<file path="src/logic/rcu_defines.svh">
/*
  Constants of the reset control unit: register offsets, field positions,
  reset values and timing counts.
  Assumes it is included by its bare name; the guard lets the package and
  the top module both include it.
*/
`ifndef RCU_DEFINES_SVH
`define RCU_DEFINES_SVH

`define RCU_ADDR_W          4
`define RCU_DATA_W          8
`define RCU_SRC_W           3

`define RCU_OFS_FLAGS       4'h0
`define RCU_OFS_LVD_CTRL    4'h1
`define RCU_OFS_IRQ_STATUS  4'h2
`define RCU_OFS_IRQ_CLEAR   4'h3
`define RCU_OFS_IRQ_ENABLE  4'h4
`define RCU_OFS_STATE       4'h5

`define RCU_SRC_LVD         0
`define RCU_SRC_WDT         1
`define RCU_SRC_EXT         2

`define RCU_LVD_CTRL_EN     0
`define RCU_STATE_IN_RESET  0
`define RCU_STATE_STOP_EXIT 1

`define RCU_SRC_ZERO        3'h0
`define RCU_DATA_ZERO       8'h00

`define RCU_CLK_PERIOD_NS   20
`define RCU_MIN_PULSE_US    10
`define RCU_MIN_PULSE_CYC   ((`RCU_MIN_PULSE_US * 1000 + `RCU_CLK_PERIOD_NS - 1) / `RCU_CLK_PERIOD_NS)
`define RCU_PULSE_CNT_W     10
`define RCU_RELEASE_CYC     4
`define RCU_REL_CNT_W       3

`endif

</file>
<file path="src/logic/rcu_pkg.sv">
/*
  Types of the reset control unit: states, carriers and the state record.
  Assumes rcu_defines.svh is on the include path.
*/
package rcu_pkg;
  `include "rcu_defines.svh"

  typedef enum logic [2:0] {
    RCU_ST_RUN  = 3'b001,
    RCU_ST_HOLD = 3'b010,
    RCU_ST_REL  = 3'b100
  } rcu_state_e;

  typedef struct packed {
    logic main_crystal_clock_en;
    logic subsystem_crystal_clock_en;
    logic int_high_speed_osc_en;
    logic int_low_speed_osc_en;
    logic ext_main_clock_valid;
  } rcu_clk_ctl_s;

  typedef struct packed {
    logic power_on_clear;
    logic low_voltage_detector;
    logic watchdog_overflow;
  } rcu_req_s;

  typedef struct packed {
    logic [`RCU_ADDR_W-1:0] addr;
    logic [`RCU_DATA_W-1:0] wdata;
    logic                   wr;
    logic                   rd;
  } rcu_bus_s;

  typedef struct packed {
    rcu_state_e                  st;
    logic [`RCU_PULSE_CNT_W-1:0] pulse_cnt;
    logic [`RCU_REL_CNT_W-1:0]   rel_cnt;
    logic                        stop_exit;
    logic                        non_lvd_cause;
    logic [`RCU_SRC_W-1:0]       flags;
    logic                        lvd_sw_en;
    logic [`RCU_SRC_W-1:0]       irq_status;
    logic [`RCU_SRC_W-1:0]       irq_enable;
    logic [`RCU_DATA_W-1:0]      rdata;
    logic                        irq;
    rcu_clk_ctl_s                clk_ctl;
    logic                        system_reset;
    logic                        sfr_init;
    logic                        port_force_hiz;
    logic                        ded_pin_out;
    logic                        ded_pin_oe;
    logic                        ram_write_block;
    logic                        ram_retain_stop;
    logic                        lvd_reset;
    logic                        wdt_reset;
  } rcu_regs_s;

endpackage : rcu_pkg

</file>
<file path="src/logic/rcu_top.sv">
/*
  Reset control unit: merges the external reset pin, power-on clear,
  low-voltage detector and watchdog into one internal reset, gates the
  oscillators, forces pins safe and keeps the reset-source flags.
  Assumes every input is synchronous to core_clk, rst is the block's own
  power reset, and the port, RAM and oscillator blocks obey its outputs.
*/
// Added by the designer: the register offsets and the strobed register port.
// Notes on behaviour
// - All four oscillators are stopped while the internal reset is held.
// - The external main clock is flagged invalid during reset.
// - RAM is write-blocked and kept whenever reset ends STOP mode.
// - Registers initialise, ports float, the dedicated pin drives low.
// - A low-voltage reset never resets the low-voltage detector itself.
// - A watchdog overflow reset also resets the watchdog timer.
// - The low-voltage flag may be set right after power-up.
// - Default-enabled detector holds reset until supply is above threshold.
// - A power-on clear wipes the whole flag register to zero.
`timescale 1ns/100ps
`include "rcu_defines.svh"

module rcu_top (
  input  wire logic              core_clk,
  input  wire logic              rst,
  input  wire logic              reset_pin_n,
  input  rcu_pkg::rcu_req_s      req,
  input  wire logic              low_voltage_default_disable,
  input  wire logic              supply_above_threshold,
  input  wire logic              stop_mode,
  input  wire logic              ded_pin_sw_out,
  input  wire logic              ded_pin_sw_oe,
  input  rcu_pkg::rcu_bus_s      bus,
  output logic [7:0]             rdata,
  output logic                   irq,
  output rcu_pkg::rcu_clk_ctl_s  clk_ctl,
  output logic                   system_reset,
  output logic                   sfr_init,
  output logic                   port_force_hiz,
  output logic                   dedicated_low_output_port_pin_out,
  output logic                   dedicated_low_output_port_pin_oe,
  output logic                   ram_write_block,
  output logic                   ram_retain_stop,
  output logic                   low_voltage_detector_reset,
  output logic                   watchdog_reset
);
  import rcu_pkg::*;

  localparam logic [`RCU_PULSE_CNT_W-1:0] PULSE_LAST =
    `RCU_PULSE_CNT_W'(`RCU_MIN_PULSE_CYC - 1);
  localparam logic [`RCU_REL_CNT_W-1:0]   REL_LAST   =
    `RCU_REL_CNT_W'(`RCU_RELEASE_CYC - 1);

  rcu_regs_s s;
  rcu_regs_s next_s;

  always_comb begin
    logic                   ext_low;
    logic                   ext_hit;
    logic                   lvd_en;
    logic                   lvd_hold;
    logic                   lvd_cause;
    logic                   other_cause;
    logic                   any_req;
    logic                   in_reset;
    logic                   rd_flags;
    logic                   wr_ctrl;
    logic                   wr_clr;
    logic                   wr_en;
    logic [`RCU_SRC_W-1:0]  cause;
    logic [`RCU_SRC_W-1:0]  event_bits;

    next_s      = s;
    ext_low     = ~reset_pin_n;
    ext_hit     = 1'b0;
    lvd_en      = 1'b0;
    lvd_hold    = 1'b0;
    lvd_cause   = 1'b0;
    other_cause = 1'b0;
    any_req     = 1'b0;
    in_reset    = 1'b0;
    rd_flags    = 1'b0;
    wr_ctrl     = 1'b0;
    wr_clr      = 1'b0;
    wr_en       = 1'b0;
    cause       = `RCU_SRC_ZERO;
    event_bits  = `RCU_SRC_ZERO;

    // Short glitches on the pin never reset the chip
    if (ext_low) begin
      if (s.pulse_cnt != PULSE_LAST) begin
        next_s.pulse_cnt = s.pulse_cnt + `RCU_PULSE_CNT_W'(1);
      end
    end else begin
      next_s.pulse_cnt = '0;
    end
    ext_hit = ext_low && (s.pulse_cnt == PULSE_LAST);

    // Detector enabled by option byte or by software
    lvd_en    = ~low_voltage_default_disable | s.lvd_sw_en;
    lvd_hold  = ~low_voltage_default_disable & ~supply_above_threshold;
    lvd_cause = (lvd_en & req.low_voltage_detector) | lvd_hold;

    other_cause = req.power_on_clear | ext_hit | req.watchdog_overflow;
    any_req     = other_cause | lvd_cause;

    cause[`RCU_SRC_LVD] = lvd_cause;
    cause[`RCU_SRC_WDT] = req.watchdog_overflow;
    cause[`RCU_SRC_EXT] = ext_hit;

    case (s.st)
      RCU_ST_RUN: begin
        if (any_req) begin
          next_s.st            = RCU_ST_HOLD;
          next_s.stop_exit     = stop_mode;
          next_s.non_lvd_cause = other_cause;
          event_bits           = cause;
        end
      end
      RCU_ST_HOLD: begin
        next_s.non_lvd_cause = s.non_lvd_cause | other_cause;
        if (!any_req) begin
          next_s.st      = RCU_ST_REL;
          next_s.rel_cnt = '0;
        end
      end
      RCU_ST_REL: begin
        if (any_req) begin
          next_s.st            = RCU_ST_HOLD;
          next_s.non_lvd_cause = s.non_lvd_cause | other_cause;
        end else if (s.rel_cnt == REL_LAST) begin
          next_s.st            = RCU_ST_RUN;
          next_s.stop_exit     = 1'b0;
          next_s.non_lvd_cause = 1'b0;
        end else begin
          next_s.rel_cnt = s.rel_cnt + `RCU_REL_CNT_W'(1);
        end
      end
      default: begin
        next_s.st = RCU_ST_HOLD;
      end
    endcase

    in_reset = (next_s.st != RCU_ST_RUN);

    // Bus decode
    rd_flags = bus.rd && (bus.addr == `RCU_OFS_FLAGS);
    wr_ctrl  = bus.wr && (bus.addr == `RCU_OFS_LVD_CTRL);
    wr_clr   = bus.wr && (bus.addr == `RCU_OFS_IRQ_CLEAR);
    wr_en    = bus.wr && (bus.addr == `RCU_OFS_IRQ_ENABLE);

    // Flags clear on a whole-byte read; a cause in the same cycle still lands
    if (req.power_on_clear) begin
      next_s.flags = `RCU_SRC_ZERO;
    end else begin
      if (rd_flags) begin
        next_s.flags = `RCU_SRC_ZERO;
      end
      next_s.flags = next_s.flags | cause;
    end

    // Detector setting survives its own reset, not the others
    if (other_cause) begin
      next_s.lvd_sw_en = 1'b0;
    end else if (wr_ctrl && !in_reset) begin
      next_s.lvd_sw_en = bus.wdata[`RCU_LVD_CTRL_EN];
    end

    if (wr_en) begin
      next_s.irq_enable = bus.wdata[`RCU_SRC_W-1:0];
    end
    next_s.irq_status = s.irq_status;
    if (wr_clr) begin
      next_s.irq_status = s.irq_status & ~bus.wdata[`RCU_SRC_W-1:0];
    end
    next_s.irq_status = next_s.irq_status | event_bits;
    next_s.irq        = |(next_s.irq_status & next_s.irq_enable);

    // Read data stand one cycle after the strobe only
    next_s.rdata = `RCU_DATA_ZERO;
    if (bus.rd) begin
      case (bus.addr)
        `RCU_OFS_FLAGS: begin
          next_s.rdata[`RCU_SRC_W-1:0] = s.flags;
        end
        `RCU_OFS_LVD_CTRL: begin
          next_s.rdata[`RCU_LVD_CTRL_EN] = s.lvd_sw_en;
        end
        `RCU_OFS_IRQ_STATUS: begin
          next_s.rdata[`RCU_SRC_W-1:0] = s.irq_status;
        end
        `RCU_OFS_IRQ_ENABLE: begin
          next_s.rdata[`RCU_SRC_W-1:0] = s.irq_enable;
        end
        `RCU_OFS_STATE: begin
          next_s.rdata[`RCU_STATE_IN_RESET]  = (s.st != RCU_ST_RUN);
          next_s.rdata[`RCU_STATE_STOP_EXIT] = s.stop_exit;
        end
        default: begin
          next_s.rdata = `RCU_DATA_ZERO;
        end
      endcase
    end

    // Oscillators off and external clock ignored while held
    next_s.clk_ctl.main_crystal_clock_en      = ~in_reset;
    next_s.clk_ctl.subsystem_crystal_clock_en = ~in_reset;
    next_s.clk_ctl.int_high_speed_osc_en      = ~in_reset;
    next_s.clk_ctl.int_low_speed_osc_en       = ~in_reset;
    next_s.clk_ctl.ext_main_clock_valid       = ~in_reset;

    next_s.system_reset   = in_reset;
    next_s.sfr_init       = in_reset;
    next_s.port_force_hiz = in_reset;
    next_s.ded_pin_out    = in_reset ? 1'b0 : ded_pin_sw_out;
    next_s.ded_pin_oe     = in_reset ? 1'b1 : ded_pin_sw_oe;

    // RAM keeps its contents: writes are blocked for every reset
    next_s.ram_write_block = in_reset;
    next_s.ram_retain_stop = in_reset & next_s.stop_exit;

    next_s.lvd_reset = in_reset & next_s.non_lvd_cause;
    next_s.wdt_reset = in_reset;
  end

  // Power reset leaves the chip held, as if just powered
  always_ff @(posedge core_clk or posedge rst) begin
    if (rst) begin
      s            <= '0;
      s.st         <= RCU_ST_HOLD;
      s.system_reset   <= 1'b1;
      s.sfr_init       <= 1'b1;
      s.port_force_hiz <= 1'b1;
      s.ded_pin_oe     <= 1'b1;
      s.ram_write_block <= 1'b1;
      s.lvd_reset      <= 1'b1;
      s.wdt_reset      <= 1'b1;
      s.non_lvd_cause  <= 1'b1;
    end else begin
      s <= next_s;
    end
  end

  assign rdata                             = s.rdata;
  assign irq                               = s.irq;
  assign clk_ctl                           = s.clk_ctl;
  assign system_reset                      = s.system_reset;
  assign sfr_init                          = s.sfr_init;
  assign port_force_hiz                    = s.port_force_hiz;
  assign dedicated_low_output_port_pin_out = s.ded_pin_out;
  assign dedicated_low_output_port_pin_oe  = s.ded_pin_oe;
  assign ram_write_block                   = s.ram_write_block;
  assign ram_retain_stop                   = s.ram_retain_stop;
  assign low_voltage_detector_reset        = s.lvd_reset;
  assign watchdog_reset                    = s.wdt_reset;

endmodule : rcu_top

</file>
<file path="config.mk">
export PLATFORM = sky130hd
export DESIGN_NAME = rcu_top
export DESIGN_NICKNAME = d
export VERILOG_FILES = /design/src/logic/rcu_pkg.sv /design/src/logic/rcu_top.sv
export VERILOG_INCLUDE_DIRS = /design/src /design/src/logic
export SDC_FILE = /design/constraint.sdc
export NUM_CORES = 1
export LEC_CHECK = 0
export BUFFER_PORTS_ARGS = -buffer_cell sky130_fd_sc_hd__clkbuf_2
export CAP_MARGIN = 20
export CORE_MARGIN = 3
export CORE_UTILIZATION = 50
export DETAILED_ROUTE_END_ITERATION = 8
export PLACE_DENSITY = 0.75
export SYNTH_ARGS = -nofsm -noshare
export SYNTH_HDL_FRONTEND = slang
export SYNTH_SLANG_ARGS = --single-unit
</file>
<file path="constraint.sdc">
create_clock -name core_clk -period 2.1 [get_ports core_clk]
set_clock_uncertainty 0.05 [all_clocks]
set_input_delay 0.105 -clock core_clk [delete_from_list [all_inputs] [get_ports core_clk]]
set_output_delay 0.105 -clock core_clk [all_outputs]
set_load 0.02 [all_outputs]
</file>
After elaboration in Yosys (flattened, before gate mapping)
Index checks and enable logic that the tools add are counted.

Bits in registers: 43. RAM bits: 0. Bits in read-only memories: 0. Word-level logic and storage cells: 98. Memories kept: 0. Bits of input ports: 25. Bits in latches: 0.

Shift operators: 0. Bitwise logic cells: 19. Add/subtract/negate cells: 2. Equal/unequal tests: 16. $lt $le $gt $ge: 0. Mux-type cells: 31. Divide/modulo/power cells: 0. Reduce and logical (&&, ||, !) cells: 13. Multipliers: 0.

Operators by type and width (number): 2-to-1 mux 3 bit (14); 2-to-1 mux 10 bit (2); adder 10 x 1 -> 10 bit, second input constant (1); equality test 10 x 9 -> 1 bit, second input constant (1); != test 10 x 9 -> 1 bit, second input constant (1); one-hot mux 3 bit (3 select lines) (1); equality test 4 x 2 -> 1 bit, second input constant (2); equality test 4 x 3 -> 1 bit, second input constant (2); bitwise AND 3 bit (2); equality test 3 x 2 -> 1 bit, second input constant (2); logical AND 1 bit (6); != test 2 bit, second input constant (3); != test 3 x 1 -> 1 bit, second input constant (2); bitwise OR 1 bit (6); bitwise OR 3 bit (2); one-hot mux 1 bit (3 select lines) (2); one-hot mux 3 bit (2 select lines) (1); nonzero test 2 bit (3); 2-to-1 mux 1 bit (5); one-hot mux 1 bit (5 select lines) (1); bitwise AND 1 bit (4); equality test 4 x 1 -> 1 bit, second input constant (1); zero test 4 bit (1); 2-to-1 mux 2 bit (2); 11 further kinds (14).

Logic depth before layout (Yosys ltp)
Gate-level depths: netlist (run 1).

Depth after elaboration: 12. Gate-level depth with buffers: 6. Depth with buffers taken out: 6.

Worst setup path after synthesis (run 1)
No wires, ideal clock.

Path type: register to register. From: register s[38] in the netlist's numbering. To: register s[34] in the netlist's numbering. Path slack: 140 ps. Period minus slack after synthesis: 1960 ps. Stages on the path, launching flop included: 6. Required time: 1925 ps. Data arrival time: 1786 ps. Path through: dfrtp_1 > ha_1 > or4b_4 > o41ai_4 > o21ai_1 > mux2_2.

RTL lines: start: declaration (line rcu_top.sv:53) `rcu_regs_s s;`; start signal: assignment (line rcu_top.sv:239) `s <= next_s;`.

==> results of run 1 <==
[flip-flops by register name, indices dropped and copies added, names as in the netlist]
name / count
clk_ctl: 1
dedicated_low_output_port_pin_oe: 1
dedicated_low_output_port_pin_out: 1
irq: 1
low_voltage_detector_reset: 1
ram_retain_stop: 1
rdata: 3
s: 28
watchdog_reset: 1
[worst max-delay path, cell delays in order, from the launching register on]
cell and delay [ps]:
sky130_fd_sc_hd__dfrtp_1 390, sky130_fd_sc_hd__ha_2 190, sky130_fd_sc_hd__or4b_4 490, sky130_fd_sc_hd__o41ai_4 400, sky130_fd_sc_hd__buf_4 210, sky130_fd_sc_hd__a2111oi_2 60, sky130_fd_sc_hd__and2_4 210
[cell usage after synthesis (2+ instances only)]
master,number
sky130_fd_sc_hd__nand3b_1,3
sky130_fd_sc_hd__or4_1,2
sky130_fd_sc_hd__dfstp_2,5
sky130_fd_sc_hd__dfrtp_1,33
sky130_fd_sc_hd__buf_4,17
sky130_fd_sc_hd__o21ai_1,2
sky130_fd_sc_hd__mux2_2,4
sky130_fd_sc_hd__a2111oi_0,2
sky130_fd_sc_hd__xor2_1,6
sky130_fd_sc_hd__nand2b_1,5
sky130_fd_sc_hd__nand3_1,8
sky130_fd_sc_hd__or3_1,3
sky130_fd_sc_hd__mux2i_1,7
sky130_fd_sc_hd__nand4_1,2
sky130_fd_sc_hd__clkbuf_1,7
sky130_fd_sc_hd__nand2_1,18
sky130_fd_sc_hd__nand4bb_1,2
sky130_fd_sc_hd__o2bb2ai_1,2
sky130_fd_sc_hd__a22oi_1,2
sky130_fd_sc_hd__ha_1,3
sky130_fd_sc_hd__inv_1,8
sky130_fd_sc_hd__nor3b_1,2
sky130_fd_sc_hd__o21ai_0,7
sky130_fd_sc_hd__and4_1,2
sky130_fd_sc_hd__xnor2_1,2
sky130_fd_sc_hd__nor2_1,19
sky130_fd_sc_hd__nor2b_1,3
sky130_fd_sc_hd__a21oi_1,13
[stage by stage]
step | worst slack [ps] | utilization, % | total power (uW) | hold WS, ps
finish | 26.1 | 61.9 | 1500 | 26.0
detailed placement | 7.01 | 57.4 | 990 | 177
CTS | 2.04 | 60.9 | 1510 | 17.0
floorplan | 140 | - | 933 | 118
global placement | 121 | 57.4 | 982 | 173
global route | -31.5 | 61.9 | 1590 | 37.5
[placed cells by master (no fill, tap or decap), types with 2 or more instances in the layout]
cell type	instances
sky130_fd_sc_hd__or3_1	3
sky130_fd_sc_hd__inv_1	8
sky130_fd_sc_hd__clkbuf_8	6
sky130_fd_sc_hd__a22oi_1	2
sky130_fd_sc_hd__a2111oi_0	2
sky130_fd_sc_hd__dfstp_2	5
sky130_fd_sc_hd__dlygate4sd3_1	4
sky130_fd_sc_hd__buf_4	9
sky130_fd_sc_hd__o2bb2ai_1	2
sky130_fd_sc_hd__nand3b_1	3
sky130_fd_sc_hd__nor3b_1	2
sky130_fd_sc_hd__nor2_1	19
sky130_fd_sc_hd__and4_1	2
sky130_fd_sc_hd__dfrtp_1	33
sky130_fd_sc_hd__nand4_1	2
sky130_fd_sc_hd__nand4bb_1	2
sky130_fd_sc_hd__conb_1	5
sky130_fd_sc_hd__xnor2_1	2
sky130_fd_sc_hd__mux2_2	4
sky130_fd_sc_hd__xor2_1	6
sky130_fd_sc_hd__or4_1	2
sky130_fd_sc_hd__nor2b_1	3
sky130_fd_sc_hd__nand3_1	8
sky130_fd_sc_hd__nand2_1	18
sky130_fd_sc_hd__a21oi_1	13
sky130_fd_sc_hd__o21ai_0	7
sky130_fd_sc_hd__mux2i_1	6
sky130_fd_sc_hd__clkbuf_2	37
sky130_fd_sc_hd__ha_1	2
sky130_fd_sc_hd__nand2b_1	5
[logic make-up (layout without fill, tap and decap cells)]
kind of cell             Yosys count  in the layout  synth area share (%)
AND/OR/NAND/NOR                   74             74                  19.4
XOR/XNOR                           8              8                  3.45
other                              1              5                 0.185
adder cells (fa/ha/maj)            3              3                  1.85
AO/OA/AOI/OAI                     38             38                  13.2
multiplexers                      11             11                  5.67
buffers and inverters             32             66                  9.06
flip-flops                        38             38                  47.2
[final cells by class]
class                   instances  area [sq um]  area share (%)
well taps                      48          60.1            2.55
flip-flops and latches         38           957            40.7
repair buffers                 50           293            12.4
clock inverters                 1          5.00           0.213
inverters                       8          30.0            1.28
multi-input cells             139           921            39.1
clock buffers                   7          86.3            3.67
[routing by layer]
| layer | GRT usage, % | share of wire [%] | vias up |
|---|---|---|---|
| met1 | 22.9 | 44 | 733 |
| met3 | 3.91 | 5.8 | 7 |
| met4 | 6.60 | 1.5 | 0 |
| li1 | - | - | 774 |
| met5 | 0 | 0 | - |
| met2 | 28.6 | 49 | 54 |
[power groups by stage]
| stage | clock [uW] | sequential, uW | combinational, uW |
|---|---|---|---|
| after global placement | 0 | 809 | 172 |
| after global routing | 571 | 802 | 216 |
| after detailed placement | 0 | 811 | 179 |
| after CTS | 524 | 797 | 185 |
| after floorplan | 0 | 805 | 128 |
| final | 509 | 798 | 194 |
[worst min-delay path by stage]
stage / from / to / slack [ps] / cells after the start
2_1_floorplan: req[2] / s[32] / 120 / 1
3_3_place_gp: rst / s[36] / 170 / 3
3_5_place_dp: rst / s[50] / 180 / 3
4_1_cts: stop_mode / ram_retain_stop / 20 / 3
5_1_grt: stop_mode / ram_retain_stop / 40 / 3
6_report: stop_mode / ram_retain_stop / 30 / 3
[what timing repair did]
| action | CTS | global route |
|---|---|---|
| resized for setup | 0 | 5 |
| endpoints found under the hold margin | 38 | 0 |
| buffers inserted | 0 | 4 |
| hold buffers | 4 | 0 |
| setup endpoints to repair | 0 | 5 |
==> results.md, run 1 <==
- Run status: complete, no violations
- Critical path start-end classification: reg -> reg
- Floorplan die width: 69.7 um
- Total routing usage reported by global routing: 17.6%
- Sum of overflow across all layers after global routing: 0
- Period minus WS final: 2070 ps
- Final cell area excluding filler cells: 0.00235 sq mm
- DRC violations left: 0
- Final #Nets: 270
- Portion of the post-synthesis area used by sequential elements: 47.2%
- Clock Power Share: 33.9%
- Relative max-transition margin: 48.9%
- Total I/O pin count: 48
- Setup tns final: 0 ps
- Count of input and output buffers: 37
- Vias: 1568
- Chip height: 69.7 um
- Switching pwr: 381 uW
- Worst r2r dst: dedicated_low_output_port_pin_out
- Seq pwr share: 53.2%
- Count of non-filler cells in the finished layout: 291
- Number of flops mapped to enable cells by yosys: 0
- Critical Path Source: s[39]
- Area grow syn2layout: 15.9%
- Fraction of registers with async set or reset after synthesis: 100%
- Pint: 1120 uW
- Max_cap viols: 0
- Max clock buf depth: 2
- Leading post-synthesis cells by cell area: sky130_fd_sc_hd__dfrtp_1 (41%), sky130_fd_sc_hd__dfstp_2 (6.5%), sky130_fd_sc_hd__buf_4 (6.3%)
- Average via count per standard cell: 5.39
- Count of H-tree levels built during CTS: 2
- Area fraction of the dominant cell type after synthesis: 40.7%
- Number of antenna violations at the first check in global routing: 0
- Beginning of the worst register-to-register path: s[39]
- Hold Path Class: in -> reg
- Leakage power total: 0.00107 uW
- First-pass iteration count of the detailed router: 4
- Die footprint: 0.00486 sq mm
- Peak supply drop: 388 uV
- Switching share of total power: 25.4%
- Final GP Congestion: 0.771
- Clk sink count: 38
- Critical path destination: dedicated_low_output_port_pin_out
- Worst Reg-to-Reg Cells: 6
- Yosys warning count: 0
- Cell area after synthesis: 0.00203 sq mm
- Clock Pin Slew Worst Setup and Hold Paths: 70 ps
- Antenna-violating nets left: 0
- Biggest area consumer among synthesized cells: sky130_fd_sc_hd__dfrtp_1
- Starting utilization of the core area: 53.4%
- Netlist cell types: 44
- Cells after Synth: 205
- Power density normalized to cell area: 638 mW/mm^2
- Combinational Power Share: 12.9%
- Initial DRC count: 127
- Avg Cell Area, Syn: 9.90 sq um
- Type of element launching the critical path: register
- Number of buffers created by CTS: 5
- Later-pin clock latency in the skew report: 290 ps
- Number of rows in the core area: 22
- CTS tree: yes
- Via count of the first global-routing pass: 1507
- Detail Placement HPWL: 2920 um
- Wirelength, routed: 4030 um
- Share of cells above drive strength 1: 28.4%
- Most common flop cell mapped by yosys: sky130_fd_sc_hd__dfrtp_1
- Antenna diodes: 0
- Final number of hold-violating endpoints: 0
- Critical path fanouts, max: 5
- Placement-stage cell area: 0.00218 sq mm
- Core Box Area: 0.00380 sq mm
- Data arrival time of the critical path: 2210 ps
- Flop-to-flop setup slack: 30 ps
- Cell Count Post-Placement: 276
- Post-route clock period utilization: 98.8%
- Post-synthesis sequential element count: 38
- Data required, critical path: 2240 ps
- Max-slew violation total from the final report: 0
- Largest net degree at the start of global routing: 39
- First-pass GRT wire length: 6920 um
- Fill cells: 340
- Tightest Pin Transition: 767 ps
- Kind of end point of the critical path: register
- Count of endpoints failing setup in the final report: 0
- Wire length per cell: 13.8 um
- Fmax achieved: 482 MHz
- Clock root cell: sky130_fd_sc_hd__clkbuf_8
Note: power is estimated with default switching activity, not from simulation.
==> run 2: changes to the inputs <==
--- a/config.mk
+++ b/config.mk
@@ -11,5 +11,4 @@
 export CORE_MARGIN = 3
-export CORE_UTILIZATION = 50
+export CORE_UTILIZATION = 30
 export DETAILED_ROUTE_END_ITERATION = 8
-export PLACE_DENSITY = 0.75
 export SYNTH_ARGS = -nofsm -noshare
==> constraint.sdc (replaced) <==
create_clock -name core_clk -period 2.1 [get_ports core_clk]
set_clock_uncertainty 0.05 [all_clocks]
set_input_delay 0.21 -clock core_clk [delete_from_list [all_inputs] [get_ports core_clk]]
set_output_delay 0.21 -clock core_clk [all_outputs]
set_load 0.02 [all_outputs]
==> results.md, run 2 (synthesis results as in run 1) <==
- Later-pin clock latency in the skew report: 300 ps (about the same)
- Flop-to-flop setup slack: 130 ps (+100 ps)
- Beginning of the worst register-to-register path: s[39]
- Hold Path Class: in -> reg
- Period minus WS final: 1970 ps (-104 ps)
- Max reg flops: 28 (unchanged)
- Area grow syn2layout: 17.9%
- Fmax achieved: 508 MHz (+5.3%)
- Average via count per standard cell: 4.88 (-9.4%)
- DRC violations left: 0 (unchanged)
- Count of input and output buffers: 37 (unchanged)
- CTS tree: yes
- Antenna-violating nets left: 0 (unchanged)
- Critical path start-end classification: reg -> reg
- Critical Path Source: s[39]
- Most frequent cells in the layout: sky130_fd_sc_hd__clkbuf_2 (37), sky130_fd_sc_hd__dfrtp_1 (33), sky130_fd_sc_hd__nor2_1 (19), sky130_fd_sc_hd__nand2_1 (18), sky130_fd_sc_hd__a21oi_1 (13)
- Sum of overflow across all layers after global routing: 0 (unchanged)
- First-pass iteration count of the detailed router: 4 (unchanged)
- Clock Pin Slew Worst Setup and Hold Paths: 90 ps (+20 ps)
- Type of element launching the critical path: register
- Run status: complete, no violations
- Peak supply drop: 290 uV (-25%)
- Kind of end point of the critical path: register
- Number of buffers created by CTS: 5 (unchanged)
- Critical path fanouts, max: 7 (+2)
- Tightest hold margin: 72.6 ps (+46.6 ps)
- Starting utilization of the core area: 31.4% (-22 points)
- Clock root cell: sky130_fd_sc_hd__clkbuf_8
- Final #Nets: 267 (-1.1%)
- Max-slew violation total from the final report: 0 (unchanged)
- Most common library cell in the layout ignoring fill and taps: sky130_fd_sc_hd__clkbuf_2
- Detail Placement HPWL: 3130 um (+7.1%)
- Total routing usage reported by global routing: 11.4% (-6.2 points)
- Count of H-tree levels built during CTS: 2 (unchanged)
- Tightest Pin Transition: 734 ps (-32.8 ps)
- Placement-stage cell area: 0.00224 sq mm (+2.7%)
- Final GP Congestion: 0.779 (+0.93%)
- Via count of the first global-routing pass: 1468 (-2.6%)
- Vias: 1547 (-1.3%)
- Total I/O pin count: 48 (unchanged)
- Worst Reg-to-Reg Cells: 6 (unchanged)
- Wire length per cell: 13.0 um (-5.9%)
- Clk sink count: 38 (unchanged)
- Share of cells above drive strength 1: 27.5% (-0.90 points)
- Antenna diodes: 0 (unchanged)
- Core Box Area: 0.00646 sq mm (+70%)
- Power density normalized to cell area: 722 mW/mm^2 (+13%)
- Relative max-transition margin: 51.1% (+2.2 points)
- Final number of hold-violating endpoints: 0 (unchanged)
- Top reg by flops: s
- Number of rows in the core area: 29 (+32%)
- Chip height: 88.3 um (+27%)
- Critical path destination: s[34]
- Count of endpoints failing setup in the final report: 0 (unchanged)
- Data required, critical path: 2240 ps (about the same)
- Wirelength, routed: 4130 um (+2.5%)
- First-pass GRT wire length: 6950 um (+0.40%)
- Initial DRC count: 107 (-16%)
- Setup tns final: 0 ps (unchanged)
- Worst r2r dst: s[34]
- Number of antenna violations at the first check in global routing: 0 (unchanged)
- Data arrival time of the critical path: 2110 ps (-100 ps)
- Post-route clock period utilization: 93.8% (-5.0 points)
- Die footprint: 0.00779 sq mm (+60%)
- Final cell area excluding filler cells: 0.00239 sq mm (+1.8%)
- Leakage power total: 0.00108 uW (+0.81%)
- Max_cap viols: 0 (unchanged)
- Setup repair after global routing missed its margin: false
- Max clock buf depth: 2 (unchanged)
- Largest net degree at the start of global routing: 39 (unchanged)
- Floorplan die width: 88.3 um (+27%)
[run 2: metal layers]
layer | vias to the layer above | track usage, % | part of all wire, %
met3 | 5 | 2.98 | 6.4
met2 | 44 | 17.6 | 44
met1 | 730 | 15.8 | 49
met4 | 0 | 3.30 | 1.1
met5 | - | 0 | 0
li1 | 768 | - | -
[run 2: metrics by stage]
stage               utilization, %  power, uW  setup WS (ps)  std cells
floorplan                        -        933            140        209
global placement              34.7        990            145        308
detailed placement            34.7        996            101        308
CTS                           37.0       1750           83.7        317
global route                  37.1       1820           10.2        317
finish                        37.1       1730            130        317
[run 2: cell type report]
class | count | area [sq um]
Multi-Input combinational cell | 139 | 910
Tap cell | 77 | 96.3
Inverter | 8 | 30.0
Clock inverter | 3 | 68.8
Fill cell | 661 | 4070
Clock buffer | 5 | 68.8
Timing Repair Buffer | 47 | 263
Sequential cell | 38 | 957
[run 2: worst min-delay path by stage]
stage,startpoint,slack [ps],end,cells after the start
after floorplan,req[2],220,s[32],1
after global placement,rst,300,s[38],3
after detailed placement,rst,290,s[37],3
after CTS,ded_pin_sw_oe,70,dedicated_low_output_port_pin_oe,2
after global routing,ded_pin_sw_oe,70,dedicated_low_output_port_pin_oe,2
final,req[2],70,s[31],2
[run 2: power by group]
| group | internal [uW] | switching (uW) | leakage, uW |
|---|---|---|---|
| sequential | 769 | 26.7 | 0.000498 |
| clock | 476 | 271 | 0.0000683 |
| combinational | 78.8 | 106 | 0.000515 |
| total | 1320 | 404 | 0.00108 |
[run 2: critical path, stage by stage (launching register included)]
cell,delay (ps)
sky130_fd_sc_hd__dfrtp_1,360
sky130_fd_sc_hd__ha_1,170
sky130_fd_sc_hd__or4b_4,500
sky130_fd_sc_hd__o41ai_4,210
sky130_fd_sc_hd__buf_4,200
sky130_fd_sc_hd__o21ai_1,90
sky130_fd_sc_hd__mux2_2,300
[run 2: repair_timing]
action                                 in CTS  in global routing
resized for setup                           0                  1
hold buffers                                1                  0
setup endpoints to repair                   0                  2
buffers inserted                            0                  0
endpoints found under the hold margin      33                  0
==> run 3: changes to the inputs <==
CORE_MARGIN = 2   (was 3)
==> results.md, run 3 (synthesis results as in run 1) <==
- Most common library cell in the layout ignoring fill and taps: sky130_fd_sc_hd__clkbuf_2
- Critical path fanouts, max: 7 (unchanged)
- Setup tns final: 0 ps (unchanged)
- Leakage power total: 0.00105 uW (-2.4%)
- Chip height: 86.3 um (-2.3%)
- Share of cells above drive strength 1: 27.6% (+0.12 points)
- Wirelength, routed: 4160 um (+0.80%)
- Worst r2r dst: s[34]
- Max reg flops: 28 (unchanged)
- Max_cap viols: 0 (unchanged)
- DRC violations left: 0 (unchanged)
- Max clock buf depth: 2 (unchanged)
- Critical path destination: s[34]
- Clock root cell: sky130_fd_sc_hd__clkbuf_8
- Hold Path Class: in -> reg
- First-pass GRT wire length: 7110 um (+2.4%)
- Flop-to-flop setup slack: 110 ps (-20 ps)
- Type of element launching the critical path: register
- CTS tree: yes
- Max-slew violation total from the final report: 0 (unchanged)
- Final #Nets: 266 (-0.37%)
- Sum of overflow across all layers after global routing: 0 (unchanged)
- Via count of the first global-routing pass: 1476 (+0.54%)
- Count of non-filler cells in the finished layout: 316 (-0.32%)
- Area grow syn2layout: 15.7%
- Initial DRC count: 120 (+12%)
- Beginning of the worst register-to-register path: s[38]
- Core Box Area: 0.00646 sq mm (unchanged)
- Run status: complete, no violations
- Clock Pin Slew Worst Setup and Hold Paths: 80 ps (about the same)
- Power density normalized to cell area: 647 mW/mm^2 (-10%)
- Vias: 1533 (-0.90%)
- First-pass iteration count of the detailed router: 4 (unchanged)
- Layout Utilization: 36.4% (-0.70 points)
- Relative max-transition margin: 43.5% (-7.5 points)
- Die footprint: 0.00744 sq mm (-4.5%)
- Post-CTS setup buffer count: 0 (unchanged)
- Most frequent cells in the layout: sky130_fd_sc_hd__clkbuf_2 (37), sky130_fd_sc_hd__dfrtp_1 (33), sky130_fd_sc_hd__nor2_1 (19), sky130_fd_sc_hd__nand2_1 (18), sky130_fd_sc_hd__a21oi_1 (13)
- Clk sink count: 38 (unchanged)
- Starting utilization of the core area: 31.4% (unchanged)
- Tightest Pin Transition: 847 ps (+113 ps)
- Antenna diodes: 0 (unchanged)
- Data required, critical path: 2240 ps (about the same)
- Top reg by flops: s
- Later-pin clock latency in the skew report: 290 ps (about the same)
- Final number of hold-violating endpoints: 0 (unchanged)
- Critical path start-end classification: reg -> reg
- Wire length per cell: 13.2 um (+1.1%)
- Detail Placement HPWL: 3050 um (-2.5%)
- Floorplan die width: 86.3 um (-2.3%)
- Number of buffers created by CTS: 5 (unchanged)
- Fmax achieved: 502 MHz (-1.1%)
- Final GP Congestion: 0.801 (+2.9%)
- Number of rows in the core area: 29 (unchanged)
- Count of endpoints failing setup in the final report: 0 (unchanged)
- Largest net degree at the start of global routing: 39 (unchanged)
- Peak supply drop: 333 uV (+15%)
- Antenna-violating nets left: 0 (unchanged)
- Period minus WS final: 1990 ps (+22.3 ps)
- Worst Reg-to-Reg Cells: 6 (unchanged)
- Data arrival time of the critical path: 2130 ps (+20 ps)
- Tightest hold margin: 51.2 ps (-21.3 ps)
- Cell Count Post-Placement: 307 (-0.32%)
- Number of antenna violations at the first check in global routing: 0 (unchanged)
- Overall power after layout: 1520 uW (-12%)
- Count of input and output buffers: 37 (unchanged)
- Average via count per standard cell: 4.85 (-0.59%)
- Count of H-tree levels built during CTS: 2 (unchanged)
- Critical Path Source: s[38]
- Total routing usage reported by global routing: 12.0% (+0.64 points)
- Post-route clock period utilization: 94.9% (+1.1 points)
- Total I/O pin count: 48 (unchanged)
- Kind of end point of the critical path: register
## run 3: routing by layer
metal	part of all wire [%]	GRT usage (%)	wire, um	vias to the layer above
li1	-	-	-	764
met1	51	17.3	2140	717
met2	42	17.6	1730	47
met3	5.7	3.52	237	5
met4	1.2	3.41	51	0
met5	0	0	0	-
## run 3: layout make-up
cell class                      count  area [sq um]
Sequential cell                    38           957
Inverter                            8          30.0
Fill cell                         660          4110
Timing Repair Buffer               46           255
Multi-Input combinational cell    139           915
Clock inverter                      2          12.5
Tap cell                           77          96.3
Clock buffer                        6          82.6
## run 3: worst min-delay path by stage
stage,startpoint,to,slack (ps),cells past startpoint
2_1_floorplan,req[2],s[32],220,1
3_3_place_gp,rst,s[38],300,3
3_5_place_dp,rst,s[36],290,3
4_1_cts,ded_pin_sw_oe,dedicated_low_output_port_pin_oe,50,2
5_1_grt,ded_pin_sw_oe,dedicated_low_output_port_pin_oe,40,2
6_report,ded_pin_sw_oe,dedicated_low_output_port_pin_oe,50,2
## run 3: worst max-delay path, stage by stage, from the launching register on
cell                      delay [ps]
sky130_fd_sc_hd__dfrtp_1         360
sky130_fd_sc_hd__ha_1            170
sky130_fd_sc_hd__or4b_4          500
sky130_fd_sc_hd__o41ai_4         210
sky130_fd_sc_hd__buf_4           210
sky130_fd_sc_hd__o21ai_1          90
sky130_fd_sc_hd__mux2_2          310
## run 3: what timing repair did
item                                   4_1_cts  5_1_grt
setup endpoints to repair                    0        2
endpoints found under the hold margin       33        0
resized for setup                            0        2
hold buffers                                 1        0
## run 3: power breakdown
group	switching, uW	internal, uW
sequential	25.9	769
clock	274	264
combinational	108	78.9
total	409	1110
## run 3: stage by stage
stage                     area (sq um)  setup slack [ps]
after floorplan                   2040               140
after global placement            2230               146
after detailed placement          2230               129
after CTS                         2340               110
after global routing              2350            -0.645
final                             2350               108
